[src/include/integ_pkg.sv]
// Package of register map, field layout and timing constants for integration control
// Operation
// - Registers take default values at reset
// - Free-run, one-shot, manual and pulse modes
// - Internal integration length from parameter field
// - Manual mode follows conversion-enable bit
// - Host follows ordered manual cycle steps
// - One-shot starts on sync rising edge
// - Host toggles enable before next sync cycle
// - One-shot lengths 12, 100, 400 ms
// - Pulse mode integrates from first rising edge
// - Rising select ends at pulse N+1 rise
// - Falling select ends at pulse N fall
// - Count sync edges, integrate while high
// - Sync pulses high at least 50 us
// - Timing 0x21 arms one-shot 100 ms
// - Timing 0x30 selects one-pulse accumulate
// - Timing 0x01 selects 101 ms free-run
// - Gain 0x20 sets 16x gain independently
// - Control 0x03 starts, 0x01 stops
// - Host releases sync before reading data
// - Command byte MSB marks register access
package integ_pkg;
	// ==========================================================
	// Register offsets
	localparam logic [4:0] CONTROL_OFS = 5'h00;
	localparam logic [4:0] TIMING_OFS = 5'h01;
	localparam logic [4:0] GAIN_OFS = 5'h07;
	// Command byte fields
	localparam int CMD_SEL_BIT = 7;
	localparam int CMD_WORD_BIT = 5;
	localparam logic [7:0] CMD_SEL = 8'h80;
	localparam logic [7:0] CMD_WORD = 8'h20;
	// Field positions
	localparam int POWER_BIT = 0;
	localparam int ENABLE_BIT = 1;
	localparam int MODE_LSB = 4;
	localparam int EDGE_BIT = 3;
	localparam int GAIN_LSB = 4;
	// Reset values
	localparam logic [7:0] CONTROL_RST = 8'h00;
	localparam logic [7:0] TIMING_RST = 8'h00;
	localparam logic [7:0] GAIN_RST = 8'h00;
	// Register values used by software
	localparam logic [7:0] TIMING_MANUAL = 8'h10;
	localparam logic [7:0] TIMING_ONESHOT_100 = 8'h21;
	localparam logic [7:0] TIMING_PULSE_1 = 8'h30;
	localparam logic [7:0] TIMING_FREE_101 = 8'h01;
	localparam logic [7:0] GAIN_16X = 8'h20;
	localparam logic [7:0] CONTROL_RUN = 8'h03;
	localparam logic [7:0] CONTROL_STOP = 8'h01;
	// Integration modes
	typedef enum logic [1:0] {
		MODE_FREE = 2'b00,
		MODE_MANUAL = 2'b01,
		MODE_ONESHOT = 2'b10,
		MODE_PULSE = 2'b11
	} mode_e;
	// Integration times, microseconds, and cycle counts at 100 MHz
	localparam longint CLK_HZ = 100000000;
	localparam longint T12_US = 12000;
	localparam longint T100_US = 100000;
	localparam longint T101_US = 101000;
	localparam longint T400_US = 400000;
	localparam longint SYNC_MIN_US = 50;
	localparam longint C12 = T12_US * CLK_HZ / 1000000;
	localparam longint C100 = T100_US * CLK_HZ / 1000000;
	localparam longint C101 = T101_US * CLK_HZ / 1000000;
	localparam longint C400 = T400_US * CLK_HZ / 1000000;
	localparam longint SYNC_MIN_CYC = SYNC_MIN_US * CLK_HZ / 1000000;
endpackage : integ_pkg

[src/include/integ_if.sv]
// Interface joining the host end and the sensor integration end
`timescale 1ns/1ps
`default_nettype none
interface integ_if;
	logic cmdValid;
	logic [7:0] cmdByte;
	logic [7:0] dataByte;
	logic syncPin;
	modport sensor (input cmdValid, input cmdByte, input dataByte, input syncPin);
	modport host (output cmdValid, output cmdByte, output dataByte, output syncPin);
endinterface : integ_if
`default_nettype wire

[src/design/integ_sensor.sv]
// Sensor end: register file and integration period controller
`timescale 1ns/1ps
`default_nettype none
module integ_sensor #(
	parameter longint CYC12 = integ_pkg::C12,
	parameter longint CYC100 = integ_pkg::C100,
	parameter longint CYC400 = integ_pkg::C400
) (
	input wire logic sys_clk,
	input wire logic rst,
	integ_if.sensor link,
	output logic integrating,
	output logic cycleDone,
	output logic [7:0] controlValue,
	output logic [7:0] timingValue,
	output logic [7:0] gainValue,
	output logic [3:0] pulseCount
);
	// ==========================================================
	// Register writes: command byte then data byte
	logic [7:0] control_reg, control_next;
	logic [7:0] timing_reg, timing_next;
	logic [7:0] gain_reg, gain_next;
	logic [4:0] addr_reg, addr_next;
	logic haveAddr_reg, haveAddr_next;
	logic sync1_reg, sync2_reg, syncOld_reg;

	// Command with MSB set latches address, next byte is data
	always_comb begin
		control_next = control_reg;
		timing_next = timing_reg;
		gain_next = gain_reg;
		addr_next = addr_reg;
		haveAddr_next = haveAddr_reg;
		if (link.cmdValid) begin
			if (link.cmdByte[integ_pkg::CMD_SEL_BIT]) begin
				addr_next = link.cmdByte[4:0];
				haveAddr_next = 1'b1;
			end else if (haveAddr_reg) begin
				unique case (addr_reg)
					integ_pkg::CONTROL_OFS: control_next = link.dataByte;
					integ_pkg::TIMING_OFS: timing_next = link.dataByte;
					integ_pkg::GAIN_OFS: gain_next = link.dataByte;
					default: ;
				endcase
			end
		end
	end

	// Defaults loaded at reset before any host write
	always_ff @(posedge sys_clk or posedge rst) begin
		if (rst) begin
			control_reg <= integ_pkg::CONTROL_RST;
			timing_reg <= integ_pkg::TIMING_RST;
			gain_reg <= integ_pkg::GAIN_RST;
			addr_reg <= 5'h00;
			haveAddr_reg <= 1'b0;
		end else begin
			control_reg <= control_next;
			timing_reg <= timing_next;
			gain_reg <= gain_next;
			addr_reg <= addr_next;
			haveAddr_reg <= haveAddr_next;
		end
	end

	// Sync pin crosses in on two flops before edge detection
	always_ff @(posedge sys_clk or posedge rst) begin
		if (rst) begin
			sync1_reg <= 1'b0;
			sync2_reg <= 1'b0;
			syncOld_reg <= 1'b0;
		end else begin
			sync1_reg <= link.syncPin;
			sync2_reg <= sync1_reg;
			syncOld_reg <= sync2_reg;
		end
	end

	// ==========================================================
	// Integration controller
	typedef enum logic [1:0] {
		ST_IDLE = 2'b00,
		ST_RUN = 2'b01,
		ST_DONE = 2'b10
	} state_e;
	state_e state_reg, state_next;
	logic [26:0] timer_reg, timer_next;
	logic [3:0] count_reg, count_next;
	logic [26:0] target;
	logic enable;
	logic syncRise, syncFall;
	logic integ_next, integ_reg;
	logic done_next, done_reg;
	integ_pkg::mode_e mode;
	logic [1:0] integration_parameter;

	assign enable = control_reg[integ_pkg::ENABLE_BIT] & control_reg[integ_pkg::POWER_BIT];
	assign mode = integ_pkg::mode_e'(timing_reg[integ_pkg::MODE_LSB +: 2]);
	assign integration_parameter = timing_reg[1:0];
	assign syncRise = sync2_reg & ~syncOld_reg;
	assign syncFall = ~sync2_reg & syncOld_reg;

	// Nominal length from parameter field, 101 ms free-run, 100 ms one-shot
	always_comb begin
		unique case (integration_parameter)
			2'b00: target = 27'(CYC12);
			2'b01: target = (mode == integ_pkg::MODE_ONESHOT) ? 27'(CYC100) :
				27'(integ_pkg::C101);
			2'b10: target = 27'(CYC400);
			default: target = 27'(CYC400);
		endcase
	end

	// Mode dependent start and end of integration
	always_comb begin
		state_next = state_reg;
		timer_next = timer_reg;
		count_next = count_reg;
		integ_next = integ_reg;
		done_next = 1'b0;
		if (!enable) begin
			// Clearing enable rearms the sync modes and ends manual cycles
			state_next = ST_IDLE;
			timer_next = 27'h0;
			count_next = 4'h0;
			integ_next = 1'b0;
			done_next = integ_reg && (mode == integ_pkg::MODE_MANUAL);
		end else begin
			unique case (state_reg)
				ST_IDLE: begin
					unique case (mode)
						integ_pkg::MODE_FREE, integ_pkg::MODE_MANUAL: begin
							state_next = ST_RUN;
							integ_next = 1'b1;
						end
						integ_pkg::MODE_ONESHOT, integ_pkg::MODE_PULSE: begin
							if (syncRise) begin
								state_next = ST_RUN;
								integ_next = 1'b1;
								count_next = 4'h1;
							end
						end
					endcase
					timer_next = 27'h0;
				end
				ST_RUN: begin
					unique case (mode)
						integ_pkg::MODE_FREE: begin
							timer_next = timer_reg + 27'h1;
							if (timer_reg + 27'h1 >= target) begin
								timer_next = 27'h0; // Back to back cycles
								done_next = 1'b1;
							end
						end
						integ_pkg::MODE_MANUAL: ; // Ends only when enable drops
						integ_pkg::MODE_ONESHOT: begin
							timer_next = timer_reg + 27'h1;
							if (timer_reg + 27'h1 >= target) begin
								state_next = ST_DONE;
								integ_next = 1'b0;
								done_next = 1'b1;
							end
						end
						integ_pkg::MODE_PULSE: begin
							integ_next = sync2_reg; // Accumulate only while high
							if (syncRise)
								count_next = count_reg + 4'h1;
							if (timing_reg[integ_pkg::EDGE_BIT] && syncRise &&
								count_reg == 4'(integration_parameter) + 4'h1) begin // Rise of pulse N+1
								state_next = ST_DONE;
								integ_next = 1'b0;
								done_next = 1'b1;
							end else if (!timing_reg[integ_pkg::EDGE_BIT] && syncFall &&
								count_reg == 4'(integration_parameter) + 4'h1) begin
								state_next = ST_DONE;
								integ_next = 1'b0;
								done_next = 1'b1;
							end
						end
					endcase
				end
				ST_DONE: ; // Waits for enable toggle
				default: state_next = ST_IDLE;
			endcase
		end
	end

	// Controller state registers
	always_ff @(posedge sys_clk or posedge rst) begin
		if (rst) begin
			state_reg <= ST_IDLE;
			timer_reg <= 27'h0;
			count_reg <= 4'h0;
			integ_reg <= 1'b0;
			done_reg <= 1'b0;
		end else begin
			state_reg <= state_next;
			timer_reg <= timer_next;
			count_reg <= count_next;
			integ_reg <= integ_next;
			done_reg <= done_next;
		end
	end

	assign integrating = integ_reg;
	assign cycleDone = done_reg;
	assign controlValue = control_reg;
	assign timingValue = timing_reg;
	assign gainValue = gain_reg;
	assign pulseCount = count_reg;
endmodule : integ_sensor
`default_nettype wire

[src/flat_wrapper.sv]
// flat-port wrapper written by rule: the top's interface ports become plain ports
module integ_sensor_flat 
#(
	parameter longint CYC12 = integ_pkg::C12,
	parameter longint CYC100 = integ_pkg::C100,
	parameter longint CYC400 = integ_pkg::C400
)
  (sys_clk, rst, integrating, cycleDone, controlValue, timingValue, gainValue, pulseCount, link_cmdValid, link_cmdByte, link_dataByte, link_syncPin);
  integ_if link_i ();
  input wire logic sys_clk;
  input wire logic rst;
  output logic integrating;
  output logic cycleDone;
  output logic [7:0] controlValue;
  output logic [7:0] timingValue;
  output logic [7:0] gainValue;
  output logic [3:0] pulseCount;
  input wire logic [$bits(link_i.cmdValid)-1:0] link_cmdValid;
  input wire logic [$bits(link_i.cmdByte)-1:0] link_cmdByte;
  input wire logic [$bits(link_i.dataByte)-1:0] link_dataByte;
  input wire logic [$bits(link_i.syncPin)-1:0] link_syncPin;
  assign link_i.cmdValid = link_cmdValid;
  assign link_i.cmdByte = link_cmdByte;
  assign link_i.dataByte = link_dataByte;
  assign link_i.syncPin = link_syncPin;
  integ_sensor #(.CYC12(CYC12), .CYC100(CYC100), .CYC400(CYC400)) u_core (.sys_clk(sys_clk), .rst(rst), .link(link_i), .integrating(integrating), .cycleDone(cycleDone), .controlValue(controlValue), .timingValue(timingValue), .gainValue(gainValue), .pulseCount(pulseCount));
endmodule
[config.mk]
export PLATFORM = sky130hd
export DESIGN_NAME = integ_sensor_flat
export DESIGN_NICKNAME = d
export VERILOG_FILES = /design/src/include/integ_pkg.sv /design/src/include/integ_if.sv /design/src/design/integ_sensor.sv /design/src/flat_wrapper.sv
export SDC_FILE = /design/constraint.sdc
export NUM_CORES = 1
export LEC_CHECK = 0
export BUFFER_PORTS_ARGS = -buffer_cell sky130_fd_sc_hd__buf_2
export CAP_MARGIN = 20
export CORE_MARGIN = 5
export CORE_UTILIZATION = 50
export CTS_BUF_LIST = sky130_fd_sc_hd__clkbuf_2 sky130_fd_sc_hd__clkbuf_4 sky130_fd_sc_hd__clkbuf_8
export DETAILED_ROUTE_END_ITERATION = 6
export GPL_ROUTABILITY_DRIVEN = 0
export PLACE_DENSITY = 0.78
export SETUP_SLACK_MARGIN = 0.4
export SLEW_MARGIN = 0
export SYNTH_ARGS = -nofsm -noshare
export SYNTH_HDL_FRONTEND = slang
export SYNTH_SLANG_ARGS = --single-unit
[constraint.sdc]
create_clock -name sys_clk -period 5.4 [get_ports sys_clk]
set_clock_uncertainty 0.15 [all_clocks]
set_input_delay 1.08 -clock sys_clk [delete_from_list [all_inputs] [get_ports sys_clk]]
set_output_delay 1.08 -clock sys_clk [all_outputs]
set_load 0.1 [all_outputs]
## Word level (Yosys, flattened, before mapping)

Cells that the tools add are included.
Widths: inputs -> output; s select.

| storage, ports and cells | value |
|---|---|
| register bits after elaboration | 68 |
| input bits | 20 |

| cells by class | value |
|---|---|
| $lt $le $gt $ge | 1 |
| equality and inequality tests | 20 |
| reductions and logical operators | 21 |
| bitwise operators | 6 |
| add/sub/neg operators | 3 |
| multiplexer cells | 34 |

Operators with widths:

| operator | count |
|---|---|
| $pmux 27 s2 | 3 |
| $mux 27 | 2 |
| $add 27x1->27 const B | 1 |
| $ge 27x27->1 | 1 |
| $mux 4 | 5 |
| $mux 18 | 1 |
| $ne 4x4->1 const B | 4 |
| $reduce_and 4->1 | 4 |
| $ne 3x3->1 const B | 5 |
| $mux 1 | 10 |
| $mux 2 | 5 |
| $reduce_and 5->1 | 2 |
| $pmux 1 s2 | 4 |
| $pmux 2 s2 | 2 |
| $pmux 4 s2 | 1 |
| $eq 2x1->1 const B | 3 |
| $eq 2x2->1 const B | 3 |
| $logic_not 2->1 | 3 |
| $pmux 2 s3 | 1 |
| $reduce_or 2->1 | 3 |
| $eq 5x1->1 const B | 1 |
| $eq 5x3->1 const B | 1 |
| $logic_and 1x1->1 | 5 |
| $logic_not 5->1 | 1 |
| other kinds (9) | 14 |

## Depth between registers and ports, before layout

| depth | value |
|---|---|
| depth in word-level cells | 9 |
| depth in mapped cells | 17 |
| depth with buffers taken out | 14 |

## Worst setup path before layout

OpenSTA, ideal clock, no wires.

| timing path | value |
|---|---|
| path kind | register to register |
| start | reg u_core.timer_reg[9] |
| end | reg u_core.integ_reg, in the netlist u_core.integrating |
| data required time | 5117 ps |
| stages on the path, launching flop included | 17 |
| arrival | 3680 ps |
| buffers on the path | 3 |
| slack | 1437 ps |
| cell sequence | dfrtp_1 clkbuf_2 nand3_1 nor4_1 and3_1 clkbuf_1 nand3_1 or3_1 nand2_1 ha_1 nand3_1 mux2i_1 a2111o_1 a31oi_2 buf_4 nor4b_2 a211oi_2 |

| between the ends | value |
|---|---|
| cells in the longest elaborated chain, start to end | 4 |

RTL lines:

| element | RTL line | source |
|---|---|---|
| start, declared | integ_sensor.sv:88 | `logic [26:0] timer_reg, timer_next;` |
| start signal, assigned | integ_sensor.sv:199 | `timer_reg <= timer_next;` |
| $add 27x1->27 | integ_sensor.sv:159 | `if (timer_reg + 27'h1 >= target) begin` |
| $ge 27x27->1 | integ_sensor.sv:159 |  |
| $ne 4x4->1 (no line) | - |  |
| $reduce_and 4->1 (no line) | - |  |
| end signal, assigned | integ_sensor.sv:201 | `integ_reg <= integ_next;` |
| end, declared | integ_sensor.sv:93 | `logic integ_next, integ_reg;` |

Every way passes these cells.
A chain may end at the register's enable or synchronous reset.

## Final worst setup path

| timing path | value |
|---|---|
| start | reg u_core.timer_reg[6] |
| end | reg u_core.integ_reg, in the netlist u_core.integrating |

Same word-level chain as after synthesis.

==> results.md <==
- Remaining antenna violation count: 0
- Worst slew margin: 33.8%
- Min Tclk post-route: roughly 4300 ps
- Power per cell area: just under 400 nW/um2
- Vias in the first global route: 3560
- VDD IR max: roughly 0.42 mV
- Seq cells post-synth: 68
- P_leak: between 0.002 and 0.0025 uW
- TritonCTS clock tree: done
- Clock sink count: 68
- Ys async rst share: 100%
- Fin nets: 517
- Synth cell count leaders: 68 x dfrtp_1, 63 x nand2_1, 31 x o211ai_1
- I/O Buffers: 47
- TritonRoute pass-1 iters: 4
- Post-DP HPWL: 6690 um
- Ys Warns: 0
- Largest family of logic cells by synthesized area: simple AND/OR/NAND/NOR gates
- Worst slew pin tran: 990 ps
- Clk slew on worst S/H paths: 90 ps
- Top cell type's share of synthesized area: 40.4%
- Synthesized area per cell: 9.67 um2
- Share of cells above drive strength 1: 23.8%
- Drt first-iter violations: 171
- Xor/xnor cell area share of the yosys netlist: between 4 and 5%
- Area of the mapped netlist: 4210 um2
- Die area: ~10000 um2
- Die height: 102 um
- Sequential Area: 1700 um2
- Gr usage total: roughly 20%
- Hold Vio Cnt, Final: 0
- Period utilization: 80.3%
- Synth Area in Adders: 6.54%
- Final WL: 9620 um
- Synth unique cells: 64
- Post-synthesis sequential area ratio: 40.4%
- Final instance area: 4750 um2
- Area after DPL: 4520 um2
- TritonCTS Buffers: 9
- Most common cell in the netlist: dfrtp_1
- Postcts setup bufs: 0
- Sequential fraction of design power: 33.9%
- Top_reg_cell synth: dfrtp_1
- Crit end category: flip-flop
- PostCTS Resize Cnt: 0
- Post-Synth Simple-Gate Area: 20.3%
- Number of synthesized flops with an enable pin: 0
- Fin. max-slew vios: 0
- Multi-input logic area: about 2300 um2
- RSZ-0062 raised after global routing: no
- Vias: 3493
- Hold_buf cts: 0
- Outcome: finished clean
- Post-synthesis cell count: 435
- Synth Net Count: 477
- Worst endpoint required time: 5470 ps
- Critical Path Source Type: flip-flop
- Die Wd: just over 100 um
- Clk_lat worst skew: 350 ps
- Finish-stage setup viols: 0
- Placed Instances: 569
- Filler cells: 707
- PnR Total Power: 1830 uW
- Crit Path Max Fanout: 28
- Setup TNS: 0 ps
- Gr ovfl total: 0
- Post-route insts no fill: 585
- Min-Delay Path Class: flip-flop to flip-flop
- First-pass GRT wire length: around 16000 um
- Initial antenna violation count: 0
- Int Pwr: 984 uW
- # DRC: 0
- Ranking of synthesized cells by area: dfrtp_1 40%, mux2_2 7.8%, ha_1 6.5%
- Comb power frac: 39.3%
- Switching power: 851 uW
- Starting Density: 51.2%
- H-tree levels: 3
- Max-Cap Viols: 0
- Wire length per cell: 16.4 um
- Core ar.: 8220 um2
- Area growth syn-to-layout: 12.8%
- Critical path class: flip-flop to flip-flop
- Largest register FFs: 27
- Via density: 5.97
- Sw Share: 46.4%
- Boundary Pins: 50
- CP arrival: 4410 ps
- Diodes inserted: 0
- Max Clock Freq: 231 MHz
- Pin count of the biggest net entering global routing: 42
- Cell Rows: 33
- Max Buffers Root-to-Sink: 2
- Compound-cell area share of the yosys netlist: between 10% and 20%
- Multiplexer share of the synthesized area: between 8 and 9%
- Clk pwr share: between 20% and 30%
- Root Buffer: clkbuf_8
- Leading area contributor after synthesis: dfrtp_1
power by group through the flow:
stage / clock, uW / combinational, uW / sequential (uW)
6_report: 491 / 722 / 623
5_1_grt: 525 / 757 / 633
4_1_cts: 499 / 725 / 623
3_5_place_dp: 0 / 723 / 631
3_3_place_gp: 0 / 712 / 627
2_1_floorplan: 0 / 206 / 1010
critical path, cell delays in order, from the launching register on:
cell,delay (ps)
dfrtp_1,510
nand4_4,220
nor4_1,310
buf_4,180
and3_1,300
nand3_1,290
o21ai_0,310
nand2_1,90
ha_1,330
nand3b_1,100
mux2i_1,100
a2111o_1,380
a31oi_2,200
buf_4,350
nor4b_2,290
a211oi_2,70
final timing paths:
kind | from | end | slack (ps) | cells after the start
setup reg to reg | u_core.timer_reg[6] | u_core.integrating | 1060 | 15
setup / recovery | u_core.timer_reg[6] | u_core.integrating | 1060 | 15
max in group asynchronous | rst | u_core.addr_reg[2] | 3450 | 3
hold reg to reg | u_core.sync1_reg | u_core.sync2_reg | 220 | 0
min in group asynchronous | rst | u_core.timingValue[1] | 760 | 2
hold / removal | u_core.sync1_reg | u_core.sync2_reg | 220 | 0
layer usage:
metal | GRT usage (%) | wire (um)
met1 | 25.8 | 4220
met2 | 32.8 | 4750
met3 | 4.41 | 536
met4 | 6.13 | 119
met5 | 0 | 0
layout by cell type, fill, tap and decap left out, drive strengths merged, types with 2 or more instances in the layout:
cell	synthesis	layout
inv	14	17
or3	4	4
a41o	2	2
and2	3	3
dfrtp	68	68
nor3b	2	2
nand2	63	63
o2111ai	3	3
a311oi	2	2
nor2b	4	4
buf	8	54
nor2	22	22
xnor2	13	13
nor3	8	8
nor4b	2	2
mux2	29	29
nand2b	4	4
a31oi	2	2
or2	2	2
mux2i	4	4
a311o	2	2
and3	9	9
or4	2	2
o21a	3	3
xor2	9	9
o211ai	31	31
o21ai	14	14
nand3	20	20
clkbuf	17	9
ha	22	22
nand3b	3	3
nor4	3	3
nand4	9	9
o31ai	5	5
a211oi	5	5
bufinv	0	2
a21oi	8	8
per-stage QoR:
stage / hold WS [ps] / setup slack [ps] / util (%)
final: 218 / 1060 / 57.8
after global routing: 235 / 754 / 57.8
after CTS: 226 / 1080 / 57.8
after detailed placement: 207 / 1120 / 55.0
after global placement: 185 / 1210 / 55.0
after floorplan: 181 / 1440 / -
kinds of logic after synthesis:
| group | Yosys count |
|---|---|
| flip-flops | 68 |
| XOR/XNOR | 22 |
| AO/OA/AOI/OAI | 87 |
| multiplexers | 33 |
| AND/OR/NAND/NOR | 164 |
| buffers and inverters | 39 |
| adder cells (fa/ha/maj) | 22 |
area by class of cell:
cell class | instances | share of cell area, %
Timing Repair Buffer | 54 | 6.06
Inverter | 14 | 1.11
Clock inverter | 7 | 2.21
Multi-Input combinational cell | 328 | 49.4
Clock buffer | 9 | 2.61
Tap cell | 105 | 2.77
Sequential cell | 68 | 35.8
No activity file was read; power rests on OpenSTA's default activity.
